### src/common/hpp_pkg.sv
// Constants for the host-port page-select and status register bank.
package hpp_pkg;
  localparam int PIN_COUNT  = 5;
  localparam int LOW_WIDTH  = 7;
  localparam int PAGE_WIDTH = 8;
  localparam int FULL_WIDTH = PAGE_WIDTH + LOW_WIDTH;

  localparam logic [FULL_WIDTH-1:0] PIN_LEVEL_ADDR = 15'h0140;
  localparam logic [FULL_WIDTH-1:0] CONTROL_ADDR   = 15'h017E;
  localparam logic [FULL_WIDTH-1:0] WINDOW_ADDR    = 15'h017F;

  localparam int FREEZE_BIT = 7;
  localparam int STATUS_BIT = 0;

  localparam logic [7:0] RESET_VALUE  = 8'h00;
  localparam logic [7:0] LAST_PAGE    = 8'h0F;
  localparam logic [7:0] PIN_USED_MSK = 8'h1F;

  typedef logic [7:0] hpp_byte_t;
endpackage

### src/verilog/hpp_page_status.sv
// Host-port bank: pin level readback, write freeze with access status, page select.
`timescale 1ns/10ps
`default_nettype none
module hpp_page_status (
  input  wire logic                           sys_clk,
  input  wire logic                           rst_n,
  input  wire logic [hpp_pkg::PIN_COUNT-1:0]  generalPinLevel,
  input  wire logic [hpp_pkg::PIN_COUNT-1:0]  pinInputMode,
  input  wire logic                           accValid,
  input  wire logic                           accWrite,
  input  wire logic [hpp_pkg::LOW_WIDTH-1:0]  accAddr,
  input  wire hpp_pkg::hpp_byte_t             accWdata,
  output logic                                accDone,
  output hpp_pkg::hpp_byte_t                  accRdata,
  output logic                                accHit,
  output logic [hpp_pkg::FULL_WIDTH-1:0]      fullAddr,
  output hpp_pkg::hpp_byte_t                  pageSelect,
  output logic                                writeFreeze
);
  import hpp_pkg::*;

  // Timing seen by the host side of the bank:
  //   - A request is taken on the rising edge at which accValid is high.
  //   - accDone rises on that same taking edge, high for one cycle per request.
  //   - Read data is loaded on that same edge and holds until the next read.
  //   - A write lands on the taking edge, so the very next access already
  //     sees the new page, freeze or status value.
  // Back-to-back requests are allowed; nothing here needs a wait state.
  // The bank never sees the serial framing; the low seven address bits
  // arrive already assembled, one byte per request.

  // Reset release and synchroniser stages.
  logic [1:0]           rstSync;
  logic                 rstSyncN;
  logic [PIN_COUNT-1:0] pinS1;
  logic [PIN_COUNT-1:0] pinS2;
  logic [PIN_COUNT-1:0] pinS3;
  logic [PIN_COUNT-1:0] pinSettled;

  // Register state.
  logic [PIN_COUNT-1:0] pinLevel;
  logic                 accessFailed;

  // Address decode and access qualification.
  logic                 hitLevel;
  logic                 hitControl;
  logic                 hitWindow;
  logic                 writeStrobe;
  logic                 readStrobe;
  logic                 pageLegal;
  logic                 pageWriteOk;

  // Values computed for the next edge.
  logic                 next_failed;
  hpp_byte_t            next_rdata;
  hpp_byte_t            controlValue;
  hpp_byte_t            pinView;

  // The control and window registers answer from every page, so the host can
  // always leave a page; only the pin readback lives at one full address.
  function automatic logic lowMatch(input logic [FULL_WIDTH-1:0] a,
                                    input logic [LOW_WIDTH-1:0] low);
    lowMatch = (a[LOW_WIDTH-1:0] == low);
  endfunction

  // Page numbers above the last real page are reserved. The same test both
  // refuses the write and sets the status bit, so the two can never disagree.
  function automatic logic isLegalPage(input hpp_byte_t value);
    isLegalPage = (value <= LAST_PAGE);
  endfunction

  // Assertion acts at once, but release passes two flops, so every register
  // leaves reset on the same clean edge whatever the phase of the release.
  always_ff @(posedge sys_clk or negedge rst_n) begin
    if (!rst_n) begin
      rstSync <= 2'h0;
    end else begin
      rstSync <= {rstSync[0], 1'b1};
    end
  end
  assign rstSyncN = rstSync[1];

  // The bank decodes a full fifteen-bit address. Only the pin readback needs
  // the page to match; a host that had chosen a page by mistake could
  // otherwise never reach the window register again.
  assign fullAddr   = {pageSelect, accAddr};
  assign hitLevel   = (fullAddr == PIN_LEVEL_ADDR);
  assign hitControl = lowMatch(CONTROL_ADDR, accAddr);
  assign hitWindow  = lowMatch(WINDOW_ADDR, accAddr);
  assign accHit     = hitLevel | hitControl | hitWindow;

  // Every write and read-data load is qualified here, once, by the request strobe.
  assign writeStrobe = accValid && accWrite;
  assign readStrobe  = accValid && !accWrite;
  assign pageLegal   = isLegalPage(accWdata);
  assign pageWriteOk = writeStrobe && hitWindow && !writeFreeze && pageLegal;

  // Three flops per pin: the first may go metastable, and a level is only
  // taken once the second and third agree, so a slow or noisy edge counts
  // once. The cost is four cycles of latency on every pin change.
  always_ff @(posedge sys_clk or negedge rstSyncN) begin
    if (!rstSyncN) begin
      pinS1 <= '0;
      pinS2 <= '0;
      pinS3 <= '0;
    end else begin
      pinS1 <= generalPinLevel;
      pinS2 <= pinS1;
      pinS3 <= pinS2;
    end
  end
  assign pinSettled = ~(pinS2 ^ pinS3);

  // A pin outside input or control mode holds its last readback level, so
  // its bit does not follow the pin while the pin drives an output.
  always_ff @(posedge sys_clk or negedge rstSyncN) begin
    if (!rstSyncN) begin
      pinLevel <= RESET_VALUE[PIN_COUNT-1:0];
    end else begin
      for (int i = 0; i < PIN_COUNT; i++) begin
        if (pinInputMode[i] && pinSettled[i]) begin
          pinLevel[i] <= pinS3[i];
        end
      end
    end
  end

  // The freeze bit itself stays writable while set; were it frozen too, the
  // host could never lift the lock again short of a reset.
  always_ff @(posedge sys_clk or negedge rstSyncN) begin
    if (!rstSyncN) begin
      writeFreeze <= RESET_VALUE[FREEZE_BIT];
    end else if (writeStrobe && hitControl) begin
      writeFreeze <= accWdata[FREEZE_BIT];
    end
  end

  // A reserved page number is refused rather than stored, so the window
  // never points past the sixteen real pages.
  always_ff @(posedge sys_clk or negedge rstSyncN) begin
    if (!rstSyncN) begin
      pageSelect <= RESET_VALUE;
    end else if (pageWriteOk) begin
      pageSelect <= accWdata;
    end
  end

  // The status bit is recomputed by every taken access rather than set and
  // cleared, so no set can race a clear. A read of the control register
  // returns the status left by the access before it.
  // A write fails when it aims at the window while frozen or with a reserved
  // page number, or when it aims at the read-only pin readback.
  // Reads never fail.
  always_comb begin
    next_failed = 1'b0;
    if (accWrite && hitWindow) begin
      next_failed = writeFreeze || !pageLegal;
    end
    if (accWrite && hitLevel) begin
      next_failed = 1'b1;
    end
  end

  // Idle cycles leave the status alone; only a taken request may change it.
  always_ff @(posedge sys_clk or negedge rstSyncN) begin
    if (!rstSyncN) begin
      accessFailed <= RESET_VALUE[STATUS_BIT];
    end else if (accValid) begin
      accessFailed <= next_failed;
    end
  end

  // Reserved bits of every register read as zero.
  assign pinView = hpp_byte_t'(pinLevel) & PIN_USED_MSK;

  // The control view carries the freeze in its top bit and the status in its
  // lowest bit, with zero between them. Unmapped addresses read as zero and
  // count as successful accesses.
  always_comb begin
    controlValue             = RESET_VALUE;
    controlValue[FREEZE_BIT] = writeFreeze;
    controlValue[STATUS_BIT] = accessFailed;
    next_rdata               = RESET_VALUE;
    if (hitLevel) begin
      next_rdata = pinView;
    end else if (hitControl) begin
      next_rdata = controlValue;
    end else if (hitWindow) begin
      next_rdata = pageSelect;
    end
  end

  // accDone is the request strobe one edge late, so the host never waits.
  always_ff @(posedge sys_clk or negedge rstSyncN) begin
    if (!rstSyncN) begin
      accDone <= 1'b0;
    end else begin
      accDone <= accValid;
    end
  end

  // Read data is loaded only by reads and holds through writes, so a write
  // between two reads cannot disturb a value the host has not yet taken.
  always_ff @(posedge sys_clk or negedge rstSyncN) begin
    if (!rstSyncN) begin
      accRdata <= RESET_VALUE;
    end else if (readStrobe) begin
      accRdata <= next_rdata;
    end
  end
endmodule
`default_nettype wire

### config.mk
export PLATFORM = sky130hd
export DESIGN_NAME = hpp_page_status
export DESIGN_NICKNAME = d
export VERILOG_FILES = /design/src/common/hpp_pkg.sv /design/src/verilog/hpp_page_status.sv
export SDC_FILE = /design/constraint.sdc
export NUM_CORES = 1
export LEC_CHECK = 0
export BUFFER_PORTS_ARGS = -buffer_cell sky130_fd_sc_hd__buf_4
export CORE_ASPECT_RATIO = 0.7
export CORE_MARGIN = 2
export CORE_UTILIZATION = 35
export CTS_CLUSTER_SIZE = 10
export DETAILED_ROUTE_END_ITERATION = 16
export PLACE_DENSITY_LB_ADDON = 0.1
export SLEW_MARGIN = 20
export SYNTH_ARGS = -nofsm -noshare
export SYNTH_HDL_FRONTEND = slang
export SYNTH_SLANG_ARGS = --single-unit
export TNS_END_PERCENT = 1
### constraint.sdc
create_clock -name sys_clk -period 3.7 [get_ports sys_clk]
set_input_delay 0 -clock sys_clk [delete_from_list [all_inputs] [get_ports sys_clk]]
set_output_delay 0 -clock sys_clk [all_outputs]
set_load 0.005 [all_outputs]
==> results of run 1 <==
## cells by family (layout without fill, tap and decap cells)
family	count (synthesis)	after routing	share of synthesized area, %
AO/OA/AOI/OAI	19	19	7.29
buffers and inverters	20	88	8.36
flip-flops	41	41	62.9
multiplexers	6	6	4.06
other	1	1	0.230
AND/OR/NAND/NOR	52	52	17.2
## Yosys cell counts, drive strengths merged
| cell type | number | area share [%] |
|---|---|---|
| mux2 | 5 | 3.5 |
| conb | 1 | 0.23 |
| a221oi | 5 | 2.7 |
| nor2 | 19 | 4.4 |
| nand3 | 3 | 0.92 |
| mux2i | 1 | 0.61 |
| nand2 | 8 | 1.8 |
| and4 | 1 | 0.54 |
| inv | 1 | 0.23 |
| buf | 17 | 7.7 |
| nor2b | 1 | 0.38 |
| a21oi | 11 | 3.4 |
| dfrtp | 41 | 63 |
| nand4 | 2 | 1.5 |
| and2 | 4 | 1.8 |
| nor4b | 2 | 1.1 |
| nand2b | 6 | 2.3 |
| clkbuf | 2 | 0.46 |
| nor3 | 3 | 1.2 |
| nor4 | 2 | 0.77 |
| o22ai | 1 | 0.38 |
| o21ai | 1 | 0.31 |
| a22o | 1 | 0.54 |
| or2 | 1 | 0.38 |
## worst min-delay path by stage
stage	from	to	slack, ns	depth (start not counted)
final	rst_n	rstSync[0]	0.03	2
after global routing	rst_n	rstSync[1]	0.02	2
after CTS	rst_n	rstSync[1]	0.02	2
after detailed placement	rst_n	rstSync[0]	-0.22	1
after global placement	rst_n	rstSync[0]	-0.22	1
after floorplan	rst_n	rstSync[0]	-0.30	0
## power groups by stage
| stage | clock, uW | combinational, uW | sequential, uW |
|---|---|---|---|
| floorplan | 0 | 32.5 | 496 |
| global placement | 0 | 74.8 | 501 |
| detailed placement | 0 | 76.5 | 503 |
| CTS | 284 | 90.9 | 494 |
| global route | 306 | 99.3 | 497 |
| finish | 273 | 89.9 | 493 |
## sequential cells by signal, indices dropped and copies added (netlist names)
signal	count
accRdata	8
pageSelect	8
pinLevel	5
pinS1	5
pinS2	5
pinS3	5
rstSync	2
accDone	1
accessFailed	1
writeFreeze	1
## metal layers
layer  vias to the layer above  track usage, %
met5                         -               0
met4                         0            6.12
met3                         2            4.96
met2                        41            21.9
met1                       591            18.4
li1                        593               -
## cells in the final DEF, fill, tap and decap left out, types with 2 or more instances in the layout
| master | n |
|---|---|
| a21oi_1 | 11 |
| clkbuf_8 | 5 |
| nand2_1 | 8 |
| nand2b_1 | 6 |
| buf_4 | 62 |
| a221oi_1 | 5 |
| clkinv_2 | 2 |
| dfrtp_1 | 40 |
| nor2_1 | 19 |
| nor3_1 | 2 |
| and2_2 | 4 |
| nor4_1 | 2 |
| nor4b_1 | 2 |
| nand4_2 | 2 |
| mux2_2 | 5 |
| nand3_1 | 3 |
| dlygate4sd3_1 | 17 |
## final cells by class
| type | instances | area (sq um) |
|---|---|---|
| clock buffer | 6 | 72.6 |
| sequential | 41 | 1030 |
| inverter | 1 | 3.75 |
| fill | 405 | 2120 |
| multi-input combinational | 78 | 469 |
| timing repair buffer | 79 | 636 |
| clock inverter | 2 | 10.0 |
| tap | 55 | 68.8 |
## per-stage QoR
stage                     worst slack (ns)  hold WS, ns  instances
after floorplan                       2.38       -0.296        139
after global placement                2.25       -0.218        237
after detailed placement              2.22       -0.215        237
after global routing                  1.89       0.0242        262
final                                 1.98       0.0307        262
after CTS                             2.00       0.0174        262
==> results.json, run 1 <==
{
  "status": "finished, final reports clean",
  "power.static_leakage_uw": 0.00113,
  "cts_setup_buffers": 0,
  "cts_root_buf": "clkbuf_8",
  "kind_of_cell_adding_the_most_delay_to_the_critical_path": "simple AND/OR/NAND/NOR gates",
  "cp_max_fo": 7,
  "final_antenna_net_count": 0,
  "combPwrFrac_pct": 10.5,
  "r2r-start": "pageSelect[6]",
  "postCtsResizedCells": 0,
  "path_class": "register to primary output",
  "core_area_sq_um": 4400,
  "floorplan_die_area_sq_um": 5230,
  "rr_endpoint": "accRdata[4]",
  "htree_num_levels": 2,
  "r2r_worst_path_depth": 4,
  "fin_crit_sh_pct": 46.4,
  "synthesis.instances": 139,
  "syn_avg_cell_area_sq_um": 11.7,
  "areaGrowthSynthToFinish_pct": 40.2,
  "insertion_delay_ns": 0.28,
  "drcViolationCount": 0,
  "clock_pin_slew_worst_setup_and_hold_paths_ns": 0.08,
  "critical_path_endpoint": "accHit",
  "cp-start-kind": "register",
  "worst-endpoint-arrival_ns": 1.72,
  "drt_iter0_markers": 114,
  "cellInternalPower_uw": 659,
  "power.ir.vdd_worst_v": 0.000285,
  "max_cap_viol_count": 0,
  "clock-sinks": 41,
  "critical_path.startpoint": "pageSelect[6]",
  "setup_total_negative_slack_ns": 0,
  "routed_wire_length_on_met2_um": 1670,
  "totalPowerFinal_uw": 856,
  "drt_wirelength_um": 3550,
  "power_per_cell_area_nw_per_um2": 374,
  "power.share.clock_pct": 31.9,
  "met3_wirelength_um": 235,
  "antenna_cells_inserted": 0,
  "wl_met1_um": 1640,
  "dr.max_layer_used": "met4",
  "hold_viol": 0,
  "slew-limit-headroom_pct": 44.8,
  "gr-total-overflow": 0,
  "yosys_warnings": 0,
  "fp.dieW_um": 85.6,
  "boundaryPins": 63,
  "endpoint_kind": "primary output",
  "timing_max_transition_violations_final": 0,
  "post_drt_wl_per_cell_um": 13.6,
  "portion_of_the_post_synthesis_area_used_by_sequential_elements_pct": 62.9,
  "placed_area_sq_um": 2030,
  "timing.critical_path.required_ns": 3.70,
  "core.rowCount": 20,
  "die_y_um": 61.1,
  "regToRegSetupSlack_ns": 2.18,
  "gpl.final_weighted_congestion": 0.931,
  "drt_pre_antenna_iters": 4,
  "hold_class": "primary input to async pin",
  "synthDistinctLibCells": 26,
  "avgViaCountPerCell": 4.68,
  "ys_seq_elements": 41,
  "cts-hold-fix-buffers": 17,
  "grt_max_degree": 40,
  "grt_pass1_vias": 1163,
  "sequential_group_share_of_total_power_pct": 57.6,
  "number_of_antenna_violations_at_the_first_check_in_global_routing": 0,
  "slew_at_the_pin_with_the_worst_max_slew_slack_ns": 0.828,
  "grt_first_pass_wirelength_um": 5460,
  "switching_share_pct": 23.0,
  "initial_utilization_pct": 37.0,
  "cp.buffers_inverters": 1,
  "timing.critical_path.slowest_cell_delay_ns": 0.45,
  "finalNetCount": 235,
  "dr_total_vias": 1227,
  "cp_slowest_cell": "dfrtp_1",
  "layout-drive-gt1-share_pct": 40.1,
  "cts_tree": "done",
  "grt.total_usage_pct": 14.1,
  "synthesis.nets": 168,
  "postLayoutCoreUtil_pct": 51.9,
  "p_switching_uw": 197,
  "critical_path_cell_count": 4,
  "fin_crit_ns": 1.72,
  "port_buffers": 62,
  "design_area_sq_um": 2290,
  "rsz_0062_raised_after_global_routing": "no",
  "cts-root-to-sink-buffers": 2,
  "dp.final_hpwl_um": 2580,
  "cells_along_the_critical_path": "nor4b_1, and4_1, or2_2, buf_4",
  "number_of_buffers_created_by_cts": 5,
  "clock_skew_ns": 0.00449,
  "synth_area_sq_um": 1630,
  "clock.fmax_ghz": 0.583,
  "setup_viol": 0
}
Note: power is estimated with default switching activity, not from simulation.
==> run 2: changes to the inputs <==
==> constraint.sdc (replaced) <==
create_clock -name sys_clk -period 1.5 [get_ports sys_clk]
set_input_delay 0 -clock sys_clk [delete_from_list [all_inputs] [get_ports sys_clk]]
set_output_delay 0 -clock sys_clk [all_outputs]
set_load 0.005 [all_outputs]
==> run 2 against run 1 <==
Compared with the run above:
- utilization is 1.9 points higher
- sequential cell count stayed put
- die area stayed put
- routed wire length is 6.1% higher
- critical path depth stayed put
- first-iteration DRC count is 75% lower
- count of clock-buffer cells in the layout is 2 higher
- global-route usage is 1.5 points higher
- final area is 3.6% higher
- sequential share of layout area is 1.6 points lower
- total power is 150% higher
- register-to-register slack worse by 2.1 ns
- critical path type unchanged
- largest cell class unchanged
- highest routed layer unchanged
==> results.json, run 2 (synthesis results as in run 1) <==
{
  "number_of_antenna_violations_at_the_first_check_in_global_routing": 0,
  "clock-sinks": 41,
  "antenna_cells_inserted": 0,
  "insertion_delay_ns": 0.29,
  "most-common-layout-cells": "buf_4 (68), dfrtp_1 (40), nor2_1 (19)",
  "clock.fmax_ghz": 0.702,
  "setup_viol": 0,
  "dr_total_vias": 1259,
  "cts_root_buf": "clkbuf_8",
  "die_y_um": 61.1,
  "fin_crit_ns": 1.43,
  "clock_pin_slew_worst_setup_and_hold_paths_ns": 0.07,
  "fin_crit_sh_pct": 95.0,
  "setup_total_negative_slack_ns": 0,
  "rr_endpoint": "accRdata[4]",
  "fp.dieW_um": 85.6,
  "path_class": "register to primary output",
  "drt_wirelength_um": 3770,
  "power.static_leakage_uw": 0.00117,
  "core_area_sq_um": 4400,
  "fin_ws_ns": 0.0748,
  "layout-drive-gt1-share_pct": 43.0,
  "cts-root-to-sink-buffers": 2,
  "htree_num_levels": 2,
  "slew_at_the_pin_with_the_worst_max_slew_slack_ns": 0.497,
  "layout_top_registers": "accRdata x8, pageSelect x8",
  "cellInternalPower_uw": 1640,
  "cts_tree": "done",
  "finalNetCount": 242,
  "cp-start-kind": "register",
  "clock_skew_ns": 0.00207,
  "initial_utilization_pct": 37.0,
  "number_of_buffers_created_by_cts": 5,
  "gr-total-overflow": 0,
  "rsz_0062_raised_after_global_routing": "no",
  "power.share.clock_pct": 31.7,
  "areaGrowthSynthToFinish_pct": 45.2,
  "r2r_worst_path_depth": 5,
  "dp.final_hpwl_um": 2790,
  "p_switching_uw": 484,
  "grt.total_usage_pct": 15.6,
  "port_buffers": 62,
  "slew-limit-headroom_pct": 66.7,
  "core.rowCount": 20,
  "grt_pass1_vias": 1266,
  "boundaryPins": 63,
  "r2r-start": "pageSelect[3]",
  "power.ir.vdd_worst_v": 0.000545,
  "timing.critical_path.required_ns": 1.50,
  "drt_pre_antenna_iters": 4,
  "endpoint_kind": "primary output",
  "drt_iter0_markers": 29,
  "postLayoutCoreUtil_pct": 53.8,
  "switching_share_pct": 22.8,
  "max_cap_viol_count": 0,
  "timing_max_transition_violations_final": 0,
  "fillers": 391,
  "gpl.final_weighted_congestion": 0.907,
  "worst-endpoint-arrival_ns": 1.43,
  "final_antenna_net_count": 0,
  "post_drt_wl_per_cell_um": 14.0,
  "hold_class": "primary input to async pin",
  "layout_commonest_cell": "buf_4",
  "dpl_worst_slack_ns": 0.0761,
  "grt_max_degree": 21,
  "combPwrFrac_pct": 11.4,
  "whs_ns": 0.0316,
  "sequential_group_share_of_total_power_pct": 56.9,
  "avgViaCountPerCell": 4.68,
  "power_per_cell_area_nw_per_um2": 897,
  "grt_first_pass_wirelength_um": 6020,
  "floorplan_die_area_sq_um": 5230,
  "status": "finished, final reports clean",
  "regToRegSetupSlack_ns": 0.13,
  "cp_max_fo": 5,
  "hold_viol": 0,
  "drcViolationCount": 0
}
==> run 2: cell count changes in the layout (fill, tap and decap cells not counted), sizes merged <==
cell,delta
buf,+7
clkinv,-2
clkbuf,+2
==> run 2: worst max-delay path: stages (launching register included) <==
cell     delay, ns
dfrtp_1       0.44
nor3_1        0.24
and4_4        0.25
or2_2         0.10
buf_4         0.10
==> run 2: cell type report <==
type	instances	area (sq um)	area share (%)
clock buffers	8	80.1	3.38
repair buffers	86	701	29.6
multi-input cells	78	489	20.6
well taps	55	68.8	2.90
flip-flops and latches	41	1030	43.3
inverters	1	3.75	0.158
==> run 2: timing repair <==
action / in CTS / in global routing
endpoints found under the hold margin: 19 / 0
pin swaps: 1 / 1
hold buffers: 17 / 0
setup buffers: 1 / 0
setup endpoints to repair: 1 / 7
resized for setup: 2 / 3
==> run 2: power groups by stage <==
stage | sequential, uW | combinational [uW] | clock [uW]
after floorplan | 1220 | 80.2 | 0
after global placement | 1230 | 201 | 0
after detailed placement | 1230 | 207 | 0
after CTS | 1210 | 242 | 704
after global routing | 1220 | 268 | 740
final | 1210 | 243 | 673
==> run 2: worst max path at each step <==
| stage | start | slack, ns | end |
|---|---|---|---|
| final | pageSelect[3] | 0.07 | accHit |
| after global routing | pageSelect[7] | 0.02 | accHit |
| after global placement | writeFreeze | 0.13 | pageSelect[1] |
| after floorplan | pageSelect[1] | 0.18 | accRdata[3] |
| after CTS | pageSelect[0] | 0.05 | accHit |
| after detailed placement | writeFreeze | 0.08 | pageSelect[3] |
==> run 2: layer usage <==
| layer | routed length (um) | global-route usage (%) |
|---|---|---|
| met1 | 1670 | 20.7 |
| met2 | 1770 | 24.2 |
| met3 | 235 | 3.89 |
| met4 | 96 | 8.39 |
| met5 | 0 | 0 |
==> run 2: metrics by stage <==
stage	std cells	cell area [sq um]	total power, uW
6_report	269	2370	2120
5_1_grt	269	2370	2230
4_1_cts	269	2350	2160
3_5_place_dp	243	2090	1440
3_3_place_gp	243	2090	1430
2_1_floorplan	139	1630	1300
==> run 3: changes to the inputs <==
--- a/config.mk
+++ b/config.mk
@@ -5,6 +5,7 @@
 export SDC_FILE = /design/constraint.sdc
 export NUM_CORES = 1
 export LEC_CHECK = 0
+export ABC_AREA = 1
 export BUFFER_PORTS_ARGS = -buffer_cell sky130_fd_sc_hd__buf_4
 export CORE_ASPECT_RATIO = 0.7
 export CORE_MARGIN = 2
==> run 3 against run 2 <==
Compared with the run above:
- synthesized cell count up 36%
- clock power up 28%
- total power up 6.3%
- utilization down 1.5 points
- highest routed layer unchanged
- die area up 7.8%
- final area up 6.1%
- routed wire length down 1.7%
- worst setup slack better by 0.047 ns
- largest cell class unchanged
- sequential power about the same
- via count up 13%
==> results.json, run 3 <==
{
  "grt.total_usage_pct": 14.2,
  "finalNetCount": 291,
  "insertion_delay_ns": 0.29,
  "combPwrFrac_pct": 9.2,
  "number_of_antenna_violations_at_the_first_check_in_global_routing": 0,
  "hold_class": "primary input to register",
  "clock.fmax_ghz": 0.725,
  "floorplan_die_area_sq_um": 5640,
  "post_drt_wl_per_cell_um": 11.2,
  "clock_skew_ns": 0.00185,
  "rsz_0062_raised_after_global_routing": "no",
  "core.rowCount": 21,
  "timing.critical_path.required_ns": 1.50,
  "synth_area_sq_um": 1770,
  "power_per_cell_area_nw_per_um2": 898,
  "fin_crit_ns": 1.38,
  "max_cap_viol_count": 0,
  "cts-root-to-sink-buffers": 2,
  "power.ir.vdd_worst_v": 0.000541,
  "yosys_warnings": 0,
  "drt_pre_antenna_iters": 4,
  "seq_area_sq_um": 1030,
  "worst-endpoint-arrival_ns": 1.38,
  "setup_viol": 0,
  "boundaryPins": 63,
  "hold_path_cells": 4,
  "grt_first_pass_wirelength_um": 6100,
  "synth_ff_type": "dfrtp_1",
  "top_cell_type_s_share_of_synthesized_area_pct": 58.1,
  "clock-sinks": 41,
  "antenna_cells_inserted": 0,
  "final_antenna_net_count": 0,
  "fin_crit_sh_pct": 91.9,
  "synthDistinctLibCells": 16,
  "synth.top_cells.by_count": "nand2_1 (54), dfrtp_1 (41), inv_1 (22), buf_4 (15), nor2_1 (15)",
  "fillers": 475,
  "p_switching_uw": 491,
  "most_frequent_cell_after_synthesis": "nand2_1",
  "core_area_sq_um": 4810,
  "r2r-start": "pageSelect[2]",
  "avgViaCountPerCell": 4.29,
  "power.static_leakage_uw": 0.00133,
  "switching_share_pct": 21.7,
  "grt_max_degree": 23,
  "die_y_um": 63.4,
  "dp.final_hpwl_um": 2850,
  "regToRegSetupSlack_ns": 0.25,
  "endpoint_kind": "primary output",
  "multi_input_area_sq_um": 537,
  "layout_commonest_cell": "buf_4",
  "fp.dieW_um": 88.9,
  "layout-drive-gt1-share_pct": 31.9,
  "number_of_buffers_created_by_cts": 5,
  "rr_endpoint": "accRdata[3]",
  "r2r_worst_path_depth": 8,
  "synthesis.nets": 218,
  "top_post_synthesis_cells_by_area": "dfrtp_1 (58%), nand2_1 (11%), buf_4 (6.4%)",
  "cp_max_fo": 7,
  "most-common-layout-cells": "buf_4 (63), nand2_1 (54), dfrtp_1 (38)",
  "synthesis.instances": 189,
  "dr_total_vias": 1423,
  "min-delay-start": "accWrite",
  "hold_viol": 0,
  "gpl.final_weighted_congestion": 0.769,
  "drcViolationCount": 0,
  "port_buffers": 62,
  "gr-total-overflow": 0,
  "setup_total_negative_slack_ns": 0,
  "layout_top_registers": "accRdata x8, pageSelect x8",
  "cts_root_buf": "clkbuf_8",
  "syn_avg_cell_area_sq_um": 9.35,
  "cp-start-kind": "register",
  "path_class": "register to primary output",
  "place_inst": 306,
  "synth_top_cell_by_area": "dfrtp_1",
  "cts_tree": "done",
  "synth_async_sr_flop_share_pct": 100,
  "whs_endpoint": "accRdata[0]",
  "cellInternalPower_uw": 1770,
  "ys_seq_elements": 41,
  "initial_utilization_pct": 36.7,
  "grt_pass1_vias": 1311,
  "timing_max_transition_violations_final": 0,
  "sequential_group_share_of_total_power_pct": 52.8,
  "power.share.clock_pct": 38.1,
  "portion_of_the_post_synthesis_area_used_by_sequential_elements_pct": 58.1,
  "areaGrowthSynthToFinish_pct": 42.4,
  "edff_count_synth": 0,
  "drt_wirelength_um": 3710,
  "clock_pin_slew_worst_setup_and_hold_paths_ns": 0.08,
  "htree_num_levels": 2,
  "status": "finished, final reports clean",
  "drt_iter0_markers": 67,
  "final_cell_count_no_fill": 332
}
==> run 3: what timing repair did <==
action | 4_1_cts | 5_1_grt
setup buffers | 0 | 1
hold endpoints to repair | 19 | 0
hold buffers | 17 | 0
gates resized for setup | 0 | 2
endpoints found under the setup margin | 0 | 1
==> run 3: how the worst max path moves through the flow <==
stage | end | slack, ns | cells past startpoint | from
after floorplan | accDone | 0.27 | 0 | rstSync[1]
after global placement | accRdata[3] | 0.26 | 9 | pageSelect[1]
after detailed placement | accRdata[3] | 0.25 | 9 | pageSelect[1]
after CTS | accHit | 0.06 | 6 | pageSelect[7]
after global routing | accHit | 0.01 | 6 | pageSelect[0]
final | accHit | 0.12 | 6 | pageSelect[0]
==> run 3: final cells by class <==
class                   instances  share of cell area [%]
repair buffers                 81                    26.4
clock inverters                 2                    1.39
clock buffers                   6                    2.89
inverters                      23                    3.63
flip-flops and latches         41                    40.9
well taps                      69                    3.43
multi-input cells             110                    21.3
==> run 3: cell families after synthesis <==
logic type             share of synthesized area, %
AND/OR/NAND/NOR                                24.1
AO/OA/AOI/OAI                                  6.02
buffers and inverters                          11.5
flip-flops                                     58.1
other                                         0.212
==> run 3: routing by layer <==
| layer | wire length (um) | track usage, % |
|---|---|---|
| met3 | 240 | 4.33 |
| met1 | 1770 | 20.1 |
| met2 | 1660 | 20.7 |
| met5 | 0 | 0 |
| met4 | 41 | 4.55 |
==> run 3: power groups by stage <==
stage	Clock, uW	Combinational, uW	Sequential [uW]
detailed placement	0	173	1220
global route	915	231	1200
floorplan	0	71.5	1210
finish	860	207	1190
global placement	0	173	1220
CTS	886	210	1190
==> run 3: through the flow <==
stage | worst slack [ns] | power [uW] | instance area [sq um] | hold WS (ns) | util, %
6_report | 0.121 | 2260 | 2510 | 0.0232 | 52.3
3_3_place_gp | 0.261 | 1390 | 2230 | -0.216 | 46.3
2_1_floorplan | 0.275 | 1280 | 1770 | -0.296 | -
5_1_grt | 0.0143 | 2350 | 2510 | 0.0334 | 52.3
3_5_place_dp | 0.248 | 1390 | 2230 | -0.217 | 46.3
4_1_cts | 0.0565 | 2290 | 2500 | 0.00655 | 52.1
==> run 3: critical path, stage by stage (launching register included) <==
cell	delay (ns)
dfrtp_1	0.43
nor2_1	0.12
nand2_1	0.09
nor2_4	0.17
nand2_1	0.09
nand3_1	0.07
buf_4	0.11
